==> src/rtl/adc_capture_pkg.sv <==
package adc_capture_pkg;
   // Register offsets on the plain register port
   localparam logic [3:0] RESULT_LOW_OFFSET = 4'h0;
   localparam logic [3:0] PREVIOUS_HIGH_OFFSET = 4'h1;
   localparam logic [3:0] PREVIOUS_LOW_OFFSET = 4'h2;
   localparam logic [3:0] CONTROL_OFFSET = 4'h3;
   // Control register fields
   localparam int JUSTIFY_BIT = 0;
   localparam int SOURCE_BIT = 1;
   // Control value after reset: left justified, previous result as source
   localparam logic [1:0] CONTROL_RESET = 2'h0;
   // Read data value after reset and on unmapped reads
   localparam logic [7:0] READ_IDLE = 8'h00;
   // Conversion result width and padding for justification
   localparam int RESULT_WIDTH = 10;
   localparam int PAD_WIDTH = 16 - RESULT_WIDTH;
endpackage : adc_capture_pkg

==> src/rtl/previous_capture_if.sv <==
`timescale 1ns/1ps
interface previous_capture_if;
   logic capture_start; // One-cycle conversion start event
   logic previous_source_select; // 1 picks the filter output
   logic result_justify_select; // 1 right, 0 left justified
   logic [9:0] conversion_result; // Result held from the last conversion
   logic [15:0] filter_output_value; // Filter accumulator output
   logic [15:0] previous_result_value; // Captured previous value
   modport ctrl (
      output capture_start,
      output previous_source_select,
      output result_justify_select,
      output conversion_result,
      output filter_output_value,
      input previous_result_value
   );
   modport capt (
      input capture_start,
      input previous_source_select,
      input result_justify_select,
      input conversion_result,
      input filter_output_value,
      output previous_result_value
   );
endinterface : previous_capture_if

==> src/rtl/previous_capture.sv <==
`timescale 1ns/1ps
module previous_capture
   import adc_capture_pkg::*;
(
   input wire logic core_clk,
   previous_capture_if.capt cap
);
   // Captured value; no reset, it powers up unknown
   logic [15:0] previous_reg;
   logic [15:0] previous_next;
   // Conversion result placed by the justify select
   logic [15:0] justified_result;

   // Right puts the result in the low bits, left in the high bits
   assign justified_result = cap.result_justify_select ?
      {{PAD_WIDTH{1'b0}}, cap.conversion_result} :
      {cap.conversion_result, {PAD_WIDTH{1'b0}}};
   // Source choice: full 16-bit filter output or justified prior result
   assign previous_next = cap.previous_source_select ?
      cap.filter_output_value : justified_result;

   // Sampled on the start edge, before result or filter move on
   always_ff @(posedge core_clk) begin
      if (cap.capture_start) begin
         previous_reg <= previous_next;
      end
   end

   assign cap.previous_result_value = previous_reg;
endmodule : previous_capture

==> src/rtl/adc_result_previous_capture.sv <==
// Notes on behaviour
// - Right justified: low byte gets result bits 7:0
// - Low byte read/write, unknown at power-up, kept
// - Filter source: previous high gets filter upper byte
// - Result source: previous high gets prior result bits
// - Result source: previous bytes follow justify select
// - Previous high byte read-only, unknown at power-up
//
// Implementation choices: the placing of the registers and strobed register access.
`timescale 1ns/1ps
module adc_result_previous_capture
   import adc_capture_pkg::*;
(
   input wire logic core_clk,
   input wire logic rst_n,
   input wire logic [3:0] reg_addr,
   input wire logic [7:0] reg_wr_data,
   input wire logic reg_wr,
   input wire logic reg_rd,
   output logic [7:0] reg_rd_data,
   input wire logic conv_start,
   input wire logic conv_done,
   input wire logic [9:0] conv_result,
   input wire logic [15:0] filter_output_value
);
   // Carrier to the capture module
   previous_capture_if cap_if ();

   // Control register: justify and source select
   logic [1:0] control_reg;
   logic [1:0] control_next;
   // Low result byte; no reset so other resets leave it alone
   logic [7:0] result_low_reg;
   logic [7:0] result_low_next;
   // Full 10-bit result kept for the previous capture
   logic [9:0] result_hold_reg;
   // Read data register, valid in the cycle after the strobe
   logic [7:0] read_data_reg;
   logic [7:0] read_data_next;

   // Address decode
   wire wr_low = reg_wr && (reg_addr == RESULT_LOW_OFFSET);
   wire wr_control = reg_wr && (reg_addr == CONTROL_OFFSET);
   wire justify_right = control_reg[JUSTIFY_BIT];
   wire source_filter = control_reg[SOURCE_BIT];
   // Low byte from a finished conversion in the chosen format
   wire [7:0] done_low_byte = justify_right ? conv_result[7:0] :
      {conv_result[1:0], {PAD_WIDTH{1'b0}}};

   // Conversion completion wins over a software write in the same cycle
   assign result_low_next = conv_done ? done_low_byte :
      wr_low ? reg_wr_data : result_low_reg;
   assign control_next = wr_control ? reg_wr_data[1:0] : control_reg;

   // Read mux; unmapped addresses and the gap above read as zero
   always_comb begin
      read_data_next = READ_IDLE;
      if (reg_rd) begin
         case (reg_addr)
            RESULT_LOW_OFFSET: read_data_next = result_low_reg;
            PREVIOUS_HIGH_OFFSET: read_data_next = cap_if.previous_result_value[15:8];
            PREVIOUS_LOW_OFFSET: read_data_next = cap_if.previous_result_value[7:0];
            CONTROL_OFFSET: read_data_next = {6'h00, control_reg};
            default: read_data_next = READ_IDLE;
         endcase
      end
   end

   // Control and read data have a defined reset value
   always_ff @(posedge core_clk or negedge rst_n) begin
      if (!rst_n) begin
         control_reg <= CONTROL_RESET;
         read_data_reg <= READ_IDLE;
      end else begin
         control_reg <= control_next;
         read_data_reg <= read_data_next;
      end
   end

   // Result storage has no reset: unknown at power-up, kept otherwise
   always_ff @(posedge core_clk) begin
      result_low_reg <= result_low_next;
      if (conv_done) begin
         result_hold_reg <= conv_result;
      end
   end

   // Capture sees the held result before this cycle's update lands
   assign cap_if.capture_start = conv_start;
   assign cap_if.previous_source_select = source_filter;
   assign cap_if.result_justify_select = justify_right;
   assign cap_if.conversion_result = result_hold_reg;
   assign cap_if.filter_output_value = filter_output_value;

   // Previous-result capture
   previous_capture u_capture (
      .core_clk(core_clk),
      .cap(cap_if.capt)
   );

   assign reg_rd_data = read_data_reg;

   // Right justified completion loads the low result bits
   a_low_byte_right: assert property (
      @(posedge core_clk) disable iff (!rst_n)
      conv_done && justify_right |=> result_low_reg == $past(conv_result[7:0]))
      else $error("low byte missed right justified result");

   // Software write lands when no conversion completes
   a_low_byte_write: assert property (
      @(posedge core_clk) disable iff (!rst_n)
      wr_low && !conv_done |=> result_low_reg == $past(reg_wr_data))
      else $error("low byte write lost");

   // Low byte holds without a write or a completion
   a_low_byte_hold: assert property (
      @(posedge core_clk) disable iff (!rst_n)
      !wr_low && !conv_done |=> $stable(result_low_reg))
      else $error("low byte changed unprompted");

   // Filter source loads the filter value at the start
   a_prev_from_filter: assert property (
      @(posedge core_clk) disable iff (!rst_n)
      conv_start && source_filter
      |=> cap_if.previous_result_value[15:8] == $past(filter_output_value[15:8]))
      else $error("previous high not from filter");

   // Result source, right justified
   a_prev_result_right: assert property (
      @(posedge core_clk) disable iff (!rst_n)
      conv_start && !source_filter && justify_right
      |=> cap_if.previous_result_value == {6'h00, $past(result_hold_reg)})
      else $error("previous value not right justified result");

   // Result source, left justified
   a_prev_result_left: assert property (
      @(posedge core_clk) disable iff (!rst_n)
      conv_start && !source_filter && !justify_right
      |=> cap_if.previous_result_value == {$past(result_hold_reg), 6'h00})
      else $error("previous value not left justified result");

   // Writes to the previous high byte change nothing
   a_prev_read_only: assert property (
      @(posedge core_clk) disable iff (!rst_n)
      reg_wr && reg_addr == PREVIOUS_HIGH_OFFSET && !conv_start
      |=> $stable(cap_if.previous_result_value))
      else $error("previous value changed by write");

   // Read of the previous high byte returns bits 15:8
   a_prev_high_read: assert property (
      @(posedge core_clk) disable iff (!rst_n)
      reg_rd && reg_addr == PREVIOUS_HIGH_OFFSET && !conv_start
      |=> reg_rd_data == cap_if.previous_result_value[15:8])
      else $error("previous high read wrong");

   // Start and completion together: capture takes the old result
   a_capture_first: assert property (
      @(posedge core_clk) disable iff (!rst_n)
      conv_start && conv_done && !source_filter && justify_right
      |=> cap_if.previous_result_value[9:0] == $past(result_hold_reg)
          && result_hold_reg == $past(conv_result))
      else $error("capture took the new result");

   // Left justified completion puts result bits 1:0 on top of the low byte
   a_low_byte_left: assert property (
      @(posedge core_clk) disable iff (!rst_n)
      conv_done && !justify_right |=> result_low_reg == {$past(conv_result[1:0]), 6'h00})
      else $error("low byte missed left justified result");

   // Completion beats a software write in the same cycle
   a_done_beats_write: assert property (
      @(posedge core_clk) disable iff (!rst_n)
      wr_low && conv_done && justify_right
      |=> result_low_reg == $past(conv_result[7:0]))
      else $error("low byte write beat completion");

   // Read of the low byte returns the stored value
   a_low_byte_read: assert property (
      @(posedge core_clk) disable iff (!rst_n)
      reg_rd && reg_addr == RESULT_LOW_OFFSET |=> reg_rd_data == $past(result_low_reg))
      else $error("low byte read wrong");

   // Read of the previous low byte returns bits 7:0
   a_prev_low_read: assert property (
      @(posedge core_clk) disable iff (!rst_n)
      reg_rd && reg_addr == PREVIOUS_LOW_OFFSET
      |=> reg_rd_data == $past(cap_if.previous_result_value[7:0]))
      else $error("previous low read wrong");

   // Read data stands one cycle only, zero between reads
   a_read_idle: assert property (
      @(posedge core_clk) disable iff (!rst_n)
      !reg_rd |=> reg_rd_data == READ_IDLE)
      else $error("read data not idle");

   // Addresses above the control register read as zero
   a_unmapped_read: assert property (
      @(posedge core_clk) disable iff (!rst_n)
      reg_rd && reg_addr > CONTROL_OFFSET |=> reg_rd_data == READ_IDLE)
      else $error("unmapped read not zero");

   // Filter source also fills the lower byte of the previous value
   a_prev_low_filter: assert property (
      @(posedge core_clk) disable iff (!rst_n)
      conv_start && source_filter
      |=> cap_if.previous_result_value[7:0] == $past(filter_output_value[7:0]))
      else $error("previous low not from filter");

   // Held result follows every completion, ready for the next start
   a_held_result_load: assert property (
      @(posedge core_clk) disable iff (!rst_n)
      conv_done |=> result_hold_reg == $past(conv_result))
      else $error("held result not loaded");

   // Control write sets justify and source selects
   a_control_write: assert property (
      @(posedge core_clk) disable iff (!rst_n)
      wr_control |=> control_reg == $past(reg_wr_data[1:0]))
      else $error("control write lost");

   // Control read returns both select bits
   a_control_read: assert property (
      @(posedge core_clk) disable iff (!rst_n)
      reg_rd && reg_addr == CONTROL_OFFSET |=> reg_rd_data == {6'h00, $past(control_reg)})
      else $error("control read wrong");
endmodule : adc_result_previous_capture

==> config.mk <==
export PLATFORM = sky130hd
export DESIGN_NAME = adc_result_previous_capture
export DESIGN_NICKNAME = d
export VERILOG_FILES = /design/src/rtl/adc_capture_pkg.sv /design/src/rtl/previous_capture_if.sv /design/src/rtl/previous_capture.sv /design/src/rtl/adc_result_previous_capture.sv
export SDC_FILE = /design/constraint.sdc
export NUM_CORES = 1
export LEC_CHECK = 0
export ABC_AREA = 1
export BUFFER_PORTS_ARGS = -buffer_cell sky130_fd_sc_hd__buf_4
export CAP_MARGIN = 20
export CORE_MARGIN = 2
export CORE_UTILIZATION = 45
export DETAILED_ROUTE_END_ITERATION = 7
export GPL_ROUTABILITY_DRIVEN = 0
export PLACE_DENSITY = 0.81
export SETUP_SLACK_MARGIN = 0.4
export SYNTH_ARGS = -nofsm -noshare
export SYNTH_HDL_FRONTEND = slang
export SYNTH_SLANG_ARGS = --single-unit
==> constraint.sdc <==
create_clock -name core_clk -period 1.9 [get_ports core_clk]
set_input_delay 0.38 -clock core_clk [delete_from_list [all_inputs] [get_ports core_clk]]
set_output_delay 0.38 -clock core_clk [all_outputs]
set_load 0.1 [all_outputs]
==> impl_metrics.yaml, run 1 <==
min_path:
  min-delay-path-class: "input port to flop"
  hold_start: "conv_result[8]"
  hold_depth: 1
  holdPathEnd: "cap_if.conversion_result[8]"
worst_setup_path:
  path_delay_family: "flip-flops"
  crit_chain: "buf_4"
  r2r_end: "u_capture.cap.previous_result_value[4]"
  critPathKind: "flop to output pin"
  reg2reg_slack_ns: 0.62
  critPathMaxFanout: 1
  critPathSlowestCell: "dfrtp_1"
  critPathLaunchType: "flop"
  reg2regPathDepth: 4
  endpoint_kind: "output pin"
  worstReg2RegStart: "control_reg[0]"
  critPathRequiredTime_ns: 1.52
  cp_num_cells: 1
  slowest_delay_ns: 0.33
  crit_arrival_ns: 0.91
  crit_buf_inv: 1
run:
  maxCapViolCount: 0
sta:
  setup_viol: 0
  final-max-slew-violation-count: 0
  finalSetupTns_ns: 0
  hold_viol_final: 0
  skew_ns: 0.00942
  slew_headroom_pct: 75.2
  fmax_mhz: 775
  whs_ns: 0.249
  fin_ws_ns: 0.610
  rsz0062_at_grt: "false"
  tightest_slew_ns: 0.371
  post-route-period-util_pct: 67.9
  min_period_ns: 1.29
synthesis:
  ys_top_cells_by_area: "edfxtp_1, dfrtp_1, nand3_1"
  synth-seq-cells: 44
  ys_types: 17
  syn-cell-area_sq_um: 1980
  yosysTopAreaCellShare_pct: 51.5
  synthCells: 189
  yosys.area.top_type: "edfxtp_1"
  avgSynthCellArea_sq_um: 10.5
  synth.net_count: 233
  yosys_warnings: 0
  ys_seq_area_share_pct: 64.1
die:
  fp-row-count: 24
  core_sq_um: 4290
  start_util_pct: 46.2
  die_w_um: 70.4
  ioPinCount: 52
  die_area_sq_um: 4950
  die_h_um: 70.4
cells_and_area:
  final_cell_mix: "buf_4, nand2_1, nand3_1"
  fin_nets: 289
  drive_above_1_share_pct: 28.0
  area_delta_synth_final_pct: 26.3
  antennaDiodeCount: 0
  final_common_cell: "buf_4"
  fill_cells: 383
  largest_reg_flops: 16
power_and_ir_drop:
  p_switching_w: 0.000605
  peakVddDrop_v: 0.000534
  p_per_area_nw_per_um2: 872
  p_leak_nw: 1.15
  power_w: 0.00218
  switching_share_pct: 27.7
  pwr-share-comb_pct: 17.6
  clkPwrFrac_pct: 25.8
  internal-power_w: 0.00158
  seqPwrFrac_pct: 56.7
placement:
  dpl.hpwl_mm: 3.32
  io_buffers: 51
  place_ws_ns: 0.380
clock_tree:
  cts.sinks: 44
  htree_levels: 2
  path_clk_slew_ns: 0.08
  root_buffer: "clkbuf_8"
  cts_buffer_depth: 2
  cts_setup_buffers: 0
  clkLatencyLatePin_ns: 0.30
  cts_tree: "done"
  cts_inserted_buffers: 5
routing:
  first_iter_violations: 96
  vias: 1565
  wl_mm: 4.21
  postRouteAntennaNets: 0
  vias_per_cell: 5.25
  wl_per_cell_um: 14.1
  drc: 0
  dr.pass1.iters: 4
run_status:
  status: "completed"
global_route:
  grt_pass1_wl_mm: 6.83
  antenna_found_initial: 0
  track_usage_pct: 18.4
  overflow: 0
  first_global_vias: 1594
  grt_max_degree: 27
-- power groups by stage --
stage                     clock [W]  combinational [W]  sequential, W
after global placement            0           0.000368        0.00125
after floorplan                   0           0.000218        0.00125
after global routing       0.000615           0.000422        0.00125
final                      0.000563           0.000384        0.00124
after detailed placement          0           0.000381        0.00126
after CTS                  0.000571           0.000384        0.00124
-- per-layer routing --
| metal | wire [um] | vias up | track usage [%] | share of wire, % |
|---|---|---|---|---|
| li1 | - | 757 | - | - |
| met1 | 1550 | 712 | 19.2 | 37 |
| met2 | 2150 | 77 | 31.9 | 51 |
| met3 | 291 | 19 | 4.91 | 6.9 |
| met4 | 220 | 0 | 12.6 | 5.2 |
| met5 | 0 | - | 0 | 0 |
-- per-stage QoR --
step,cell area [sq um],cells,utilization (%)
2_1_floorplan,1980,189,-
3_3_place_gp,2410,289,56.1
3_5_place_dp,2410,289,56.1
4_1_cts,2500,298,58.3
5_1_grt,2500,298,58.3
6_report,2500,298,58.3
-- worst max path at each step --
stage                                                        end      startpoint  slack, ns
after floorplan                                result_low_reg[0]     reg_addr[3]       0.58
after global placement                         result_low_reg[3]       conv_done       0.45
after detailed placement                       result_low_reg[3]       conv_done       0.38
after CTS                 u_capture.cap.previous_result_value[4]  control_reg[0]       0.48
after global routing      u_capture.cap.previous_result_value[6]  control_reg[1]       0.54
final                                             reg_rd_data[3]  reg_rd_data[3]       0.61
-- worst register-to-register path, delay by kind of cell, from the launching register on --
family                 cells  cell delay [ns]
and+or+nand+nor            1             0.15
buffers and inverters      2             0.27
AOI/OAI and AO/OA          1             0.19
DFF                        1             0.50
-- cell families after synthesis --
logic type | count (synthesis) | share of synthesized area [%]
and+or+nand+nor | 96 | 22.8
DFF | 44 | 64.1
buffers and inverters | 27 | 6.25
AOI/OAI and AO/OA | 22 | 6.82
-- synthesized netlist by cell type --
master,number
edfxtp_1,34
inv_1,19
nand2_1,44
dfrtp_1,10
inv_2,1
o211ai_1,4
o21ai_0,14
buf_4,1
nand3_1,39
and3_1,1
nor2_4,5
a22o_1,4
clkinv_1,1
buf_2,3
nor2_1,6
buf_6,2
nor2_2,1
-- what timing repair did --
action | 4_1_cts | 5_1_grt
hold buffers | 1 | 0
endpoints found under the setup margin | 0 | 2
hold endpoints to repair | 10 | 0
gates resized for setup | 0 | 1
-- final cells by class --
cell class	instances	area [sq um]	area share, %
clock buffer	6	72.6	2.90
clock inverter	2	12.5	0.500
inverter	21	78.8	3.15
multi-input combinational	118	587	23.4
sequential	44	1270	50.8
tap	52	65.1	2.60
timing repair buffer	55	415	16.6
No activity file was read; power rests on OpenSTA's default activity.
==> run 2, diff against run 1 <==
==> constraint.sdc (replaced) <==
create_clock -name core_clk -period 1.2 [get_ports core_clk]
set_input_delay 0.24 -clock core_clk [delete_from_list [all_inputs] [get_ports core_clk]]
set_output_delay 0.24 -clock core_clk [all_outputs]
set_load 0.1 [all_outputs]
==> run 2 against run 1 <==
  * Power is 80% higher
  * Cell count is 3.0% higher
  * Non-clock buffer count is 9 higher
  * Clock power rose by 67%
  * Sequential cell count unchanged
  * Critical endpoint is now reg_rd_data[1]
  * Design area is 23% higher
  * Count of clock-buffer cells in the layout grew 2
  * Global-route usage up 0.53 points
  * First-iteration DRC count grew 13%
==> impl_metrics.yaml, run 2 (same netlist as run 1, synthesis figures left out) <==
die:
  die_h_um: 70.4
  start_util_pct: 46.2
  die_w_um: 70.4
  fp-row-count: 24
  ioPinCount: 52
  die_area_sq_um: 4950
  core_sq_um: 4290
power_and_ir_drop:
  seqPwrFrac_pct: 50.3
  pwr-share-comb_pct: 25.7
  p_per_area_nw_per_um2: 1270
  power_w: 0.00392
  p_switching_w: 0.00113
  p_leak_nw: 1.31
  switching_share_pct: 28.9
  internal-power_w: 0.00279
  clkPwrFrac_pct: 24.0
  peakVddDrop_v: 0.000923
clock_tree:
  cts_buffer_depth: 2
  htree_levels: 2
  clkLatencyLatePin_ns: 0.30
  cts.sinks: 44
  cts_inserted_buffers: 5
  cts_tree: "done"
  root_buffer: "clkbuf_8"
  path_clk_slew_ns: 0.08
worst_setup_path:
  endpoint_kind: "output pin"
  crit_arrival_ns: 0.96
  cp_num_cells: 1
  crit_buf_inv: 1
  reg2regPathDepth: 4
  path_delay_family: "flip-flops"
  critPathKind: "flop to output pin"
  slowest_delay_ns: 0.49
  crit_start: "reg_rd_data[1]"
  cp-endpoint: "reg_rd_data[1]"
  critPathSlowestCell: "dfrtp_4"
  critPathMaxFanout: 1
  r2r_end: "u_capture.cap.previous_result_value[15]"
  crit_chain: "buf_12"
  worstReg2RegStart: "control_reg[1]"
  critPathLaunchType: "flop"
  critPathRequiredTime_ns: 0.96
  reg2reg_slack_ns: 0.06
global_route:
  first_global_vias: 1541
  overflow: 0
  grt_max_degree: 27
  track_usage_pct: 18.9
  grt_pass1_wl_mm: 7.02
  antenna_found_initial: 0
routing:
  wl_mm: 4.99
  vias: 1645
  drc: 0
  first_iter_violations: 108
  postRouteAntennaNets: 0
  wl_per_cell_um: 16.3
  vias_per_cell: 5.36
  dr.pass1.iters: 4
min_path:
  min-delay-path-class: "input port to flop"
sta:
  final-max-slew-violation-count: 0
  setup_viol: 0
  slew_headroom_pct: 74.8
  tightest_slew_ns: 0.378
  post-route-period-util_pct: 99.7
  skew_ns: 0.00855
  hold_viol_final: 0
  finalSetupTns_ns: 0
  rsz0062_at_grt: "true"
  min_period_ns: 1.20
  fmax_mhz: 836
run:
  maxCapViolCount: 0
cells_and_area:
  final_common_cell: "buf_4"
  antennaDiodeCount: 0
  area_delta_synth_final_pct: 55.4
  drive_above_1_share_pct: 54.9
  fin_nets: 298
  largest_reg_flops: 16
  final_cell_mix: "buf_4, nand2_1, edfxtp_1"
run_status:
  status: "completed"
placement:
  io_buffers: 51
  dpl.hpwl_mm: 3.17
-- run 2: metal layers --
| layer | wire, um | share of wire [%] | track usage [%] |
|---|---|---|---|
| met1 | 1900 | 38 | 21.9 |
| met2 | 2630 | 53 | 30.7 |
| met3 | 274 | 5.5 | 5.48 |
| met4 | 184 | 3.7 | 11.8 |
| met5 | 0 | 0 | 0 |
-- run 2: power by group through the flow --
stage | Clock, W | Sequential [W] | Combinational (W)
finish | 0.000940 | 0.00197 | 0.00101
CTS | 0.000946 | 0.00194 | 0.000874
floorplan | 0 | 0.00199 | 0.000411
global placement | 0 | 0.00197 | 0.000641
detailed placement | 0 | 0.00199 | 0.000660
global route | 0.00102 | 0.00199 | 0.00107
-- run 2: what timing repair did --
item | 4_1_cts | 5_1_grt
endpoints found under the hold margin | 10 | 0
pin swaps | 11 | 19
endpoints found under the setup margin | 36 | 40
gates cloned | 0 | 2
hold buffers | 1 | 0
buffers inserted | 4 | 1
resized for setup | 51 | 42
-- run 2: final cells by class --
| type | instances | area (sq um) |
|---|---|---|
| multi-input combinational | 118 | 863 |
| timing repair buffer | 64 | 667 |
| inverter | 21 | 91.3 |
| tap | 52 | 65.1 |
| sequential | 44 | 1300 |
| fill | 291 | 1210 |
| clock buffer | 8 | 90.1 |
-- run 2: worst min path at each step --
| stage | slack (ns) | startpoint | endpoint | cells after the start |
|---|---|---|---|---|
| after floorplan | -0.06 | rst_n | control_reg[0] | 0 |
| after global placement | 0.07 | rst_n | reg_rd_data[5] | 1 |
| after detailed placement | 0.08 | rst_n | reg_rd_data[3] | 1 |
| after CTS | 0.11 | conv_result[9] | cap_if.conversion_result[9] | 1 |
| after global routing | 0.11 | conv_result[8] | cap_if.conversion_result[8] | 1 |
| final | 0.12 | conv_result[9] | cap_if.conversion_result[9] | 1 |
-- run 2: metrics by stage --
step	hold slack (ns)	cell area [sq um]	instances	util, %	setup WS, ns
floorplan	-0.0556	2090	189	-	0.137
global placement	0.0741	2520	291	58.8	0.0498
detailed placement	0.0772	2520	291	58.8	-0.00236
CTS	0.114	2840	304	66.1	-0.00288
global route	0.112	3080	307	71.7	-0.0262
finish	0.124	3080	307	71.7	0.00357
